===== src/cbsb_pkg.sv =====
// Purpose: Shared constants and types for the card-bus secondary status and bus-number bank.
// Assumes: One clock (mclk), synchronous active-high reset, two controller functions.
// Notes:   Each rule below is tagged at the logic that carries it out.
// Contract
// RULE_01 - Writing one clears a status event bit; writing zero leaves it.
// RULE_02 - Bit 15 sets on secondary address or data parity error.
// RULE_03 - Bit 14 sets when a card asserts CSERR; bridge never drives CSERR.
// RULE_04 - Bit 13 sets when a bridge-initiated secondary cycle master-aborts.
// RULE_05 - Bit 12 sets when a bridge-initiated secondary cycle is target-aborted.
// RULE_06 - Bit 11 sets when bridge, as secondary target, signals target abort.
// RULE_07 - Bits 10 to 9 read constant 01b, medium select timing.
// RULE_08 - Bit 8 sets on CPERR while bridge masters and parity response enabled.
// RULE_09 - Bit 7 reads zero; no fast back-to-back acceptance.
// RULE_10 - Bit 6 reads zero; no user-definable features.
// RULE_11 - Bit 5 reads zero; secondary clock at most 33 MHz.
// RULE_12 - Bits 4 to 0 are reserved and read zero.
// RULE_13 - Status at offset 16h resets to 0200h with events clear.
// RULE_14 - Primary bus number, 8-bit read/write at 18h, resets to zero.
// RULE_15 - Secondary bus number, 8-bit read/write at 19h, resets to zero.
// RULE_16 - Bus numbers are compared to decide configuration cycle forwarding.
// RULE_17 - Each function keeps its own independent bus-number registers.
// RULE_18 - Subordinate bus number, 8-bit read/write at 1Ah, resets to zero.
// RULE_19 - Secondary number goes local; above it up to subordinate passes unchanged.
package cbsb_pkg;

  ////////////////////////////////////////////////////////////////////////////
  // Configuration space layout.
  localparam int           NUM_FUNC        = 2;
  localparam int           CFG_AW          = 8;
  localparam int           CFG_DW          = 32;
  localparam int           CFG_BEW         = 4;
  localparam int           BUS_W           = 8;
  localparam int           STAT_W          = 16;
  localparam logic [7:0]   SEC_STATUS_OFF  = 8'h16;
  localparam logic [7:0]   PRI_BUS_OFF     = 8'h18;
  localparam logic [7:0]   SEC_BUS_OFF     = 8'h19;
  localparam logic [7:0]   SUB_BUS_OFF     = 8'h1A;
  localparam logic [7:0]   BUS_NUM_RESET   = 8'h00;
  localparam logic [15:0]  STATUS_RESET    = 16'h0200;
  localparam logic [31:0]  RDATA_ZERO      = 32'h0000_0000;

  ////////////////////////////////////////////////////////////////////////////
  // Status bit positions and hardwired fields.
  localparam int           BIT_PARITY      = 15;
  localparam int           BIT_SERR        = 14;
  localparam int           BIT_MABORT      = 13;
  localparam int           BIT_TABORT_RCV  = 12;
  localparam int           BIT_TABORT_SIG  = 11;
  localparam int           BIT_DEVSEL_HI   = 10;
  localparam int           BIT_DEVSEL_LO   = 9;
  localparam int           BIT_DPAR        = 8;
  localparam logic [1:0]   DEVSEL_MEDIUM   = 2'h1;
  localparam logic [15:0]  STATUS_RC_MASK  = 16'hF900;

  // Input synchroniser depth for card pins.
  localparam int           SYNC_STAGES     = 3;

  // Forwarding decision for a configuration cycle.
  typedef enum logic [1:0] {FWD_NONE, FWD_LOCAL, FWD_PASS} cbsb_fwd_t;

endpackage


===== src/cbsb_stat_if.sv =====
// Purpose: Carries one function's event strobes and clear mask to its status bank.
// Assumes: All signals on mclk.
// Notes:   Events are one-cycle or level; a level simply keeps the bit set.
`timescale 1ns/1ps
interface cbsb_stat_if;
  import cbsb_pkg::*;
  logic              evt_parity;
  logic              evt_serr;
  logic              evt_mabort;
  logic              evt_tabort_rcv;
  logic              evt_tabort_sig;
  logic              evt_dpar;
  logic [STAT_W-1:0] clr_mask;
  logic [STAT_W-1:0] status;

  modport ctl (output evt_parity, evt_serr, evt_mabort, evt_tabort_rcv, evt_tabort_sig, evt_dpar,
               output clr_mask, input status);
  modport bank (input evt_parity, evt_serr, evt_mabort, evt_tabort_rcv, evt_tabort_sig, evt_dpar,
                input clr_mask, output status);
endinterface


===== src/cbsb_top.sv =====
// Purpose: Card-bus secondary status and bus-number configuration bank, two functions.
// Assumes: Configuration accesses arrive as one-cycle strobes with a byte address and
//          byte enables; event inputs other than the CSERR pins are on mclk.
// Notes:   Read data and acknowledge appear one cycle after the strobe.
`timescale 1ns/1ps
module cbsb_top
  import cbsb_pkg::*;
(
  input  wire logic                mclk,
  input  wire logic                srst,
  input  wire logic                cfg_wr,
  input  wire logic                cfg_rd,
  input  wire logic                cfg_func,
  input  wire logic [CFG_AW-1:0]   cfg_addr,
  input  wire logic [CFG_BEW-1:0]  cfg_be,
  input  wire logic [CFG_DW-1:0]   cfg_wdata,
  output logic      [CFG_DW-1:0]   cfg_rdata,
  output logic                     cfg_ack,
  input  wire logic [NUM_FUNC-1:0] sec_cserr_n,
  output logic      [NUM_FUNC-1:0] sec_cserr_oe,
  input  wire logic [NUM_FUNC-1:0] sec_parity_err,
  input  wire logic [NUM_FUNC-1:0] sec_master_abort,
  input  wire logic [NUM_FUNC-1:0] sec_tabort_rcvd,
  input  wire logic [NUM_FUNC-1:0] sec_tabort_sent,
  input  wire logic [NUM_FUNC-1:0] sec_cperr,
  input  wire logic [NUM_FUNC-1:0] sec_bus_master,
  input  wire logic [NUM_FUNC-1:0] parity_resp_en,
  input  wire logic                fwd_req,
  input  wire logic                fwd_func,
  input  wire logic [BUS_W-1:0]    fwd_bus,
  output logic                     fwd_done,
  output logic                     fwd_local,
  output logic                     fwd_pass
);

  ////////////////////////////////////////////////////////////////////////////
  // Address decode helper, used by both the write and the read paths.
  function automatic logic dword_hit(input logic [CFG_AW-1:0] addr,
                                     input logic [CFG_AW-1:0] off);
    dword_hit = (addr[CFG_AW-1:2] == off[CFG_AW-1:2]);
  endfunction

  localparam int STAT_LANE_LO = SEC_STATUS_OFF[1:0];
  localparam int PRI_LANE     = PRI_BUS_OFF[1:0];
  localparam int SEC_LANE     = SEC_BUS_OFF[1:0];
  localparam int SUB_LANE     = SUB_BUS_OFF[1:0];

  logic [BUS_W-1:0]  pri_bus_q [NUM_FUNC];
  logic [BUS_W-1:0]  sec_bus_q [NUM_FUNC];
  logic [BUS_W-1:0]  sub_bus_q [NUM_FUNC];
  logic [STAT_W-1:0] status_v  [NUM_FUNC];
  cbsb_fwd_t         decision  [NUM_FUNC];
  logic              stat_hit;
  logic              bus_hit;

  assign stat_hit = dword_hit(cfg_addr, SEC_STATUS_OFF);
  assign bus_hit  = dword_hit(cfg_addr, PRI_BUS_OFF);

  ////////////////////////////////////////////////////////////////////////////
  // Per-function logic: each function owns its registers, so a write aimed
  // at one function can never disturb the other.
  genvar f;
  generate
    for (f = 0; f < NUM_FUNC; f++) begin : g_func
      logic                   sel;
      logic [SYNC_STAGES-1:0] cserr_sync_q;
      logic                   serr_seen;
      cbsb_stat_if            st_if ();

      assign sel = (cfg_func == 1'(f));  // RULE_17

      // Bus-number registers, byte-lane writable.
      always_ff @(posedge mclk) begin
        if (srst) begin
          pri_bus_q[f] <= BUS_NUM_RESET;  // RULE_14
          sec_bus_q[f] <= BUS_NUM_RESET;  // RULE_15
          sub_bus_q[f] <= BUS_NUM_RESET;  // RULE_18
        end else if (cfg_wr && sel && bus_hit) begin
          if (cfg_be[PRI_LANE]) begin
            pri_bus_q[f] <= cfg_wdata[PRI_LANE*BUS_W +: BUS_W];  // RULE_14
          end
          if (cfg_be[SEC_LANE]) begin
            sec_bus_q[f] <= cfg_wdata[SEC_LANE*BUS_W +: BUS_W];  // RULE_15 RULE_17
          end
          if (cfg_be[SUB_LANE]) begin
            sub_bus_q[f] <= cfg_wdata[SUB_LANE*BUS_W +: BUS_W];  // RULE_18
          end
        end
      end

      // CSERR comes from the card's own pin, so it is synchronised first.
      // The first stage feeds only the second; the last two must agree.
      always_ff @(posedge mclk) begin
        if (srst) begin
          cserr_sync_q <= {SYNC_STAGES{1'b1}};
        end else begin
          cserr_sync_q <= {cserr_sync_q[SYNC_STAGES-2:0], sec_cserr_n[f]};
        end
      end

      assign serr_seen = ~cserr_sync_q[SYNC_STAGES-1] & ~cserr_sync_q[SYNC_STAGES-2];  // RULE_03

      // Event strobes into the status bank.
      assign st_if.evt_parity     = sec_parity_err[f];  // RULE_02
      assign st_if.evt_serr       = serr_seen;  // RULE_03
      assign st_if.evt_mabort     = sec_master_abort[f];  // RULE_04
      assign st_if.evt_tabort_rcv = sec_tabort_rcvd[f];  // RULE_05
      assign st_if.evt_tabort_sig = sec_tabort_sent[f];  // RULE_06
      assign st_if.evt_dpar       = sec_cperr[f] & sec_bus_master[f] & parity_resp_en[f];  // RULE_08

      // Write-one-to-clear mask, gated by the upper two byte lanes.
      always_comb begin
        st_if.clr_mask = '0;
        if (cfg_wr && sel && stat_hit) begin
          if (cfg_be[STAT_LANE_LO]) begin
            st_if.clr_mask[0 +: BUS_W] = cfg_wdata[STAT_LANE_LO*BUS_W +: BUS_W];  // RULE_01
          end
          if (cfg_be[STAT_LANE_LO+1]) begin
            st_if.clr_mask[BUS_W +: BUS_W] = cfg_wdata[(STAT_LANE_LO+1)*BUS_W +: BUS_W];  // RULE_01
          end
        end
      end

      cbsb_status u_status (
        .mclk (mclk),
        .srst (srst),
        .st   (st_if.bank)
      );

      assign status_v[f] = st_if.status;

      cbsb_fwd u_fwd (
        .pri_bus  (pri_bus_q[f]),
        .sec_bus  (sec_bus_q[f]),
        .sub_bus  (sub_bus_q[f]),
        .req_bus  (fwd_bus),
        .decision (decision[f])
      );
    end
  endgenerate

  ////////////////////////////////////////////////////////////////////////////
  // The bridge only watches CSERR; its enable is a flop held low forever.
  always_ff @(posedge mclk) begin
    if (srst) begin
      sec_cserr_oe <= '0;  // RULE_03
    end else begin
      sec_cserr_oe <= '0;  // RULE_03
    end
  end

  ////////////////////////////////////////////////////////////////////////////
  // Read path. Neighbouring bytes in the same dwords belong to registers kept
  // elsewhere and read as zero here; unmapped dwords also read zero.
  always_ff @(posedge mclk) begin
    if (srst) begin
      cfg_rdata <= RDATA_ZERO;
    end else if (cfg_rd) begin
      cfg_rdata <= RDATA_ZERO;
      if (stat_hit) begin
        cfg_rdata[STAT_LANE_LO*BUS_W +: STAT_W] <= status_v[cfg_func];  // RULE_13
      end else if (bus_hit) begin
        cfg_rdata[PRI_LANE*BUS_W +: BUS_W] <= pri_bus_q[cfg_func];  // RULE_14
        cfg_rdata[SEC_LANE*BUS_W +: BUS_W] <= sec_bus_q[cfg_func];  // RULE_15
        cfg_rdata[SUB_LANE*BUS_W +: BUS_W] <= sub_bus_q[cfg_func];  // RULE_18
      end
    end
  end

  // Every access, mapped or not, is acknowledged once, one cycle later.
  always_ff @(posedge mclk) begin
    if (srst) begin
      cfg_ack <= 1'b0;
    end else begin
      cfg_ack <= cfg_rd | cfg_wr;
    end
  end

  ////////////////////////////////////////////////////////////////////////////
  // Forwarding result, registered so the outputs leave from flops. The
  // decision uses the bus numbers as they stand in the request cycle.
  always_ff @(posedge mclk) begin
    if (srst) begin
      fwd_done  <= 1'b0;
      fwd_local <= 1'b0;
      fwd_pass  <= 1'b0;
    end else begin
      fwd_done  <= fwd_req;
      fwd_local <= fwd_req && (decision[fwd_func] == FWD_LOCAL);  // RULE_16 RULE_19
      fwd_pass  <= fwd_req && (decision[fwd_func] == FWD_PASS);  // RULE_16 RULE_19
    end
  end

endmodule


===== src/cbsb_status.sv =====
// Purpose: Secondary status register of one controller function.
// Assumes: clr_mask already gated by write strobe and byte lanes.
// Notes:   Set beats clear in the same cycle so no event is lost.
`timescale 1ns/1ps
module cbsb_status
  import cbsb_pkg::*;
(
  input  wire logic  mclk,
  input  wire logic  srst,
  cbsb_stat_if.bank  st
);

  logic [STAT_W-1:0] sticky_q;
  logic [STAT_W-1:0] set_vec;

  ////////////////////////////////////////////////////////////////////////////
  // Map incoming events onto their bit positions.
  always_comb begin
    set_vec                 = '0;
    set_vec[BIT_PARITY]     = st.evt_parity;      // RULE_02
    set_vec[BIT_SERR]       = st.evt_serr;        // RULE_03
    set_vec[BIT_MABORT]     = st.evt_mabort;      // RULE_04
    set_vec[BIT_TABORT_RCV] = st.evt_tabort_rcv;  // RULE_05
    set_vec[BIT_TABORT_SIG] = st.evt_tabort_sig;  // RULE_06
    set_vec[BIT_DPAR]       = st.evt_dpar;        // RULE_08
  end

  // Sticky bits: write-one clears, but a fresh event in that cycle wins.
  always_ff @(posedge mclk) begin
    if (srst) begin
      sticky_q <= STATUS_RESET & STATUS_RC_MASK;  // RULE_13
    end else begin
      sticky_q <= ((sticky_q & ~st.clr_mask) | set_vec) & STATUS_RC_MASK;  // RULE_01
    end
  end

  // Hardwired fields; bits 7..0 stay zero through the mask.
  always_comb begin
    st.status                              = sticky_q;  // RULE_09 RULE_10 RULE_11 RULE_12
    st.status[BIT_DEVSEL_HI:BIT_DEVSEL_LO] = DEVSEL_MEDIUM;  // RULE_07
  end

endmodule


===== src/cbsb_fwd.sv =====
// Purpose: Decides where a primary configuration cycle goes for one function.
// Assumes: Bus numbers programmed by software; no check that they are ordered.
// Notes:   Purely combinational; the caller registers the result.
`timescale 1ns/1ps
module cbsb_fwd
  import cbsb_pkg::*;
(
  input  wire logic [BUS_W-1:0] pri_bus,
  input  wire logic [BUS_W-1:0] sec_bus,
  input  wire logic [BUS_W-1:0] sub_bus,
  input  wire logic [BUS_W-1:0] req_bus,
  output cbsb_fwd_t             decision
);

  ////////////////////////////////////////////////////////////////////////////
  // A cycle to the primary number is ours, never forwarded; the reset state
  // of all zeros therefore forwards nothing until software programs numbers.
  always_comb begin
    if (req_bus == pri_bus) begin
      decision = FWD_NONE;  // RULE_16
    end else if (req_bus == sec_bus) begin
      decision = FWD_LOCAL;  // RULE_19
    end else if ((req_bus > sec_bus) && (req_bus <= sub_bus)) begin
      decision = FWD_PASS;  // RULE_19
    end else begin
      decision = FWD_NONE;  // RULE_16
    end
  end

endmodule


===== config.mk =====
export PLATFORM = sky130hd
export DESIGN_NAME = cbsb_top
export DESIGN_NICKNAME = d
export VERILOG_FILES = /design/src/cbsb_pkg.sv /design/src/cbsb_stat_if.sv /design/src/cbsb_top.sv /design/src/cbsb_status.sv /design/src/cbsb_fwd.sv
export SDC_FILE = /design/constraint.sdc
export NUM_CORES = 1
export LEC_CHECK = 0
export BUFFER_PORTS_ARGS = -buffer_cell sky130_fd_sc_hd__buf_2
export CELL_PAD_IN_SITES_DETAIL_PLACEMENT = 1
export CELL_PAD_IN_SITES_GLOBAL_PLACEMENT = 1
export CORE_UTILIZATION = 35
export CTS_CLUSTER_DIAMETER = 150
export DETAILED_ROUTE_END_ITERATION = 16
export GPL_TIMING_DRIVEN = 0
export PLACE_DENSITY_LB_ADDON = 0.1
export REMOVE_ABC_BUFFERS = 1
export SLEW_MARGIN = 20
export SYNTH_ARGS = -nofsm -noshare
export SYNTH_HDL_FRONTEND = slang
export SYNTH_SLANG_ARGS = --single-unit

===== constraint.sdc =====
create_clock -name mclk -period 1.85 [get_ports mclk]
set_input_delay 0 -clock mclk [delete_from_list [all_inputs] [get_ports mclk]]
set_output_delay 0 -clock mclk [all_outputs]
set_load 0.01 [all_outputs]

==> run summary <==
The flow ran to the end, and the final reports show no timing, DRC or antenna violations. The initial core utilization is 36.4%. The portion of synthesized cell area occupied by the leading cell type is 28.1%.

At the end of routability-driven placement, the weighted congestion stood at roughly 0.75. The count of routing violations after the opening detailed-route iteration came out at 105. The routed wire length per instance came out at 17.0 um. The post-route minimum period is 1830 ps. The core region is between 10000 and 15000 um^2. Summed over all cells, the static leakage comes to between 2 and 3 nW.

The kind of cell with the highest combined delay on the critical path is compound AO/OA/AOI/OAI gates. The count of endpoints failing hold in the final timing report is 0. The clock arrives with just under 6 ps of skew.

The normalized max-slew margin is ~37%. The transition time at the pin with the least slew margin is roughly 950 ps. The number of nets in the final layout came out at between 700 and 800. The multi-input gate area in the final layout came out at 2410 um^2. Cells with a size suffix above 1 make up 24.4% of the layout. The count of non-filler cells in the finished layout is 839. In this run, placement finished with an instance count of 774. The floorplan step set the die width to 123 um. The netlist uses 38 different library cells. The root cell of the clock tree is clkbuf_16. The clock passes through at most 2 buffers.

During placement, the flow inserted port buffers numbering 105. The max-slew violation count is 0. The number of inserted diodes came out at 0. Data arrives at the worst endpoint at 2080 ps. The maximum clock frequency came out at 0.545 GHz. For this run the aggregate overflow at the end of global routing stands at 0. STA puts the critical path data required time at around 2100 ps.

The number of warning messages in the yosys log came out at 0. By area the synthesized netlist is led by edfxtp_1 (28%), dfxtp_1 (21%), ha_1 (7.8%). In the final layout, flip-flops and latches occupy 2500 um^2.

The library cells used most frequently in the layout, excluding fill and tap cells, are buf_2 (103), a21oi_1 (57), dfxtp_1 (53). The via-per-instance ratio came out at 5.05. The CTS tree is yes. The number of nets with antenna violations after routing came out at 0.

The number of levels the H-tree was split into is 3. The least setup slack across all paths after layout is 15.7 ps. The later-pin clock latency in the skew report came out at about 350 ps. In this design, the critical path's most frequently occurring cell is o211ai_1. The critical path is of the flip-flop to flip-flop type. Setup repair after global routing could not meet its margin everywhere.

The floorplan die height came out at between 100 and 150 um. The via count of the first global-routing pass was 4422. For this run, design rule violations remaining after detail routing come to 0.

The clock-pin slew reported for the worst setup and hold paths after clock tree synthesis came out at 70 ps. Compared with the post-synthesis result, the final layout area differs by 27.7%. The total clock buffers created by CTS came out at 9. After floorplanning, the core was divided into 43 placement rows. In the finished design, the share of the clock period the worst path needs comes to around 100%. The power per standard cell area came out at 741 nW/um^2. The final route contains about 4.2k vias. The part of the Yosys area used for sequential elements is between 40% and 50%. The minimum setup slack after placement is -816 ps.

The slowest stage of the critical path is the edfxtp_1 cell. The clock drives 101 sinks. The die area came out at 15100 um^2. After synthesis the cells add up to 5130 um^2.

The maximum fanout along the worst path is 2. The number of primary I/O pins came out at 113. The number of antenna violations at the first check in global routing is 0.

The estimated wirelength of the detail-placed design is 9470 um. The most frequent standard cell in the layout excluding fill and tap cells is buf_2. The first global-routing pass estimated approximately 23000 um of wire. The min-delay analysis places its worst path in the category input port to flip-flop. Summed over all instances, the cell type with the most area after synthesis is edfxtp_1. The worst setup path is captured at a flip-flop. The mean instance size in the synthesized netlist came out at 9.89 um^2. The total routing resource utilization after global routing is 20.2%. The number of instances in the synthesized netlist came out at roughly 520. VDD sags by at most 0.398 mV. Entering global routing, the biggest net connects 63 pins. The total buffers and inverters traversed by the critical path is 1. The fill cell total of the finished layout is approximately 1.6k. The final count of negative-setup-slack endpoints came out at 0. In this design, the stage delay of the slowest critical-path cell is between 300 and 400 ps. The first detailed-routing pass ran for 5 iterations. The startpoint type of the worst setup path is a flip-flop. The number of synthesized register bits is 101.

The total length of routed wires came out at between 10000 and 15000 um. The reported max-cap violation count came out at 0. The signal on the critical path passes through inv_2 -> ha_1 -> nor2b_1 -> o211ai_1 -> a21oi_1 -> o22ai_1 -> o211ai_1 -> a2111oi_2.
-- area by class of cell --
class,count,area share [%]
inverter,30,1.72
clock buffer,11,3.70
clock inverter,5,0.420
timing repair buffer,155,15.8
tap,180,3.44
multi-input combinational,357,36.8
sequential,101,38.2
-- worst min-delay path: cells and delay by family --
kind            cells  cell delay, ps
simple gates        2             170
buf+inv             1             110
compound gates      1              60
-- power by group --
part	internal [W]	leakage, nW	switching [W]	total, W
Combinational	0.000292	1.86	0.000328	0.000620
Clock	0.000941	0.137	0.000837	0.00178
Sequential	0.00242	0.888	0.0000401	0.00246
Total	0.00365	2.89	0.00121	0.00485
-- metrics by stage --
stage | TNS [ps] | hold slack (ps) | total power [W] | util (%) | area (um^2)
2_1_floorplan | -15640 | 69.1 | 0.00276 | - | 4980
3_3_place_gp | -109180 | 190 | 0.00301 | 40.6 | 5730
3_5_place_dp | -72450 | 191 | 0.00304 | 40.8 | 5740
4_1_cts | -37.7 | 29.2 | 0.00491 | 46.3 | 6530
5_1_grt | -117 | 46.2 | 0.00507 | 46.5 | 6550
6_report | 0 | 40.3 | 0.00485 | 46.5 | 6550
-- final timing paths --
| kind | start | end | slack [ps] | cells past startpoint |
|---|---|---|---|---|
| worst min-delay path | cfg_addr[3] | cfg_rdata[24]$_SDFFE_PP0P_ | 40 | 4 |
| worst max-delay path | sub_bus_q[0][1]$_SDFFCE_PN0P_ | fwd_pass$_SDFF_PP0_ | 20 | 8 |
| worst min register to register | g_func[0].cserr_sync_q[0]$_SDFF_PP1_ | g_func[0].cserr_sync_q[1]$_SDFF_PP1_ | 410 | 1 |
| worst max register to register | sub_bus_q[0][1]$_SDFFCE_PN0P_ | fwd_pass$_SDFF_PP0_ | 20 | 8 |
-- cells by family (layout without fill, tap and decap cells) --
family          after synthesis  count (layout)  synth area share, %
simple gates                194             194                 21.4
flops                       101             101                 48.8
compound gates               95              95                 10.2
buf+inv                      63             201                 5.32
fa+ha+maj                    32              32                 7.80
mux                          17              17                 3.71
xor+xnor                     16              16                 2.73
other cells                   1               3               0.0731
-- routing by layer --
layer  vias up  routed length, um  track usage (%)
li1       2101                  -                -
met1      2030               6550             24.5
met2        89               7020             35.6
met3        18                480             3.32
met4         0                250             7.68
met5         -                  0                0
-- cells in the mapped netlist, drive strengths merged --
| library cell | number |
|---|---|
| a2111oi | 1 |
| a211oi | 1 |
| a21o | 6 |
| a21oi | 57 |
| a32oi | 2 |
| and2 | 3 |
| and2b | 2 |
| and3 | 50 |
| buf | 11 |
| clkbuf | 22 |
| conb | 1 |
| dfxtp | 53 |
| edfxtp | 48 |
| ha | 32 |
| inv | 30 |
| mux2 | 16 |
| mux2i | 1 |
| nand2 | 20 |
| nand2b | 30 |
| nand3 | 42 |
| nand4 | 10 |
| nor2 | 21 |
| nor2b | 5 |
| nor3b | 2 |
| nor4 | 2 |
| o211ai | 6 |
| o21ai | 19 |
| o21bai | 1 |
| o22ai | 2 |
| or2 | 6 |
| or4b | 1 |
| xnor2 | 8 |
| xor2 | 8 |
-- flip-flops by register name, summed over array words and instances (netlist names) --
signal / cells
fwd_pass: 1
fwd_done: 1
sec_bus_q: 16
fwd_local: 1
sub_bus_q: 16
cfg_rdata: 31
cfg_ack: 1
g_func.u_status.sticky_q: 12
g_func.cserr_sync_q: 6
pri_bus_q: 16
-- repair_timing --
action / 4_1_cts / 5_1_grt
endpoints found under the setup margin: 97 / 100
gates resized for setup: 6 / 11
hold buffers: 48 / 0
endpoints found under the hold margin: 63 / 0
buffers inserted: 1 / 0
pin swaps: 2 / 1
Power figures use the tool's default switching activity.
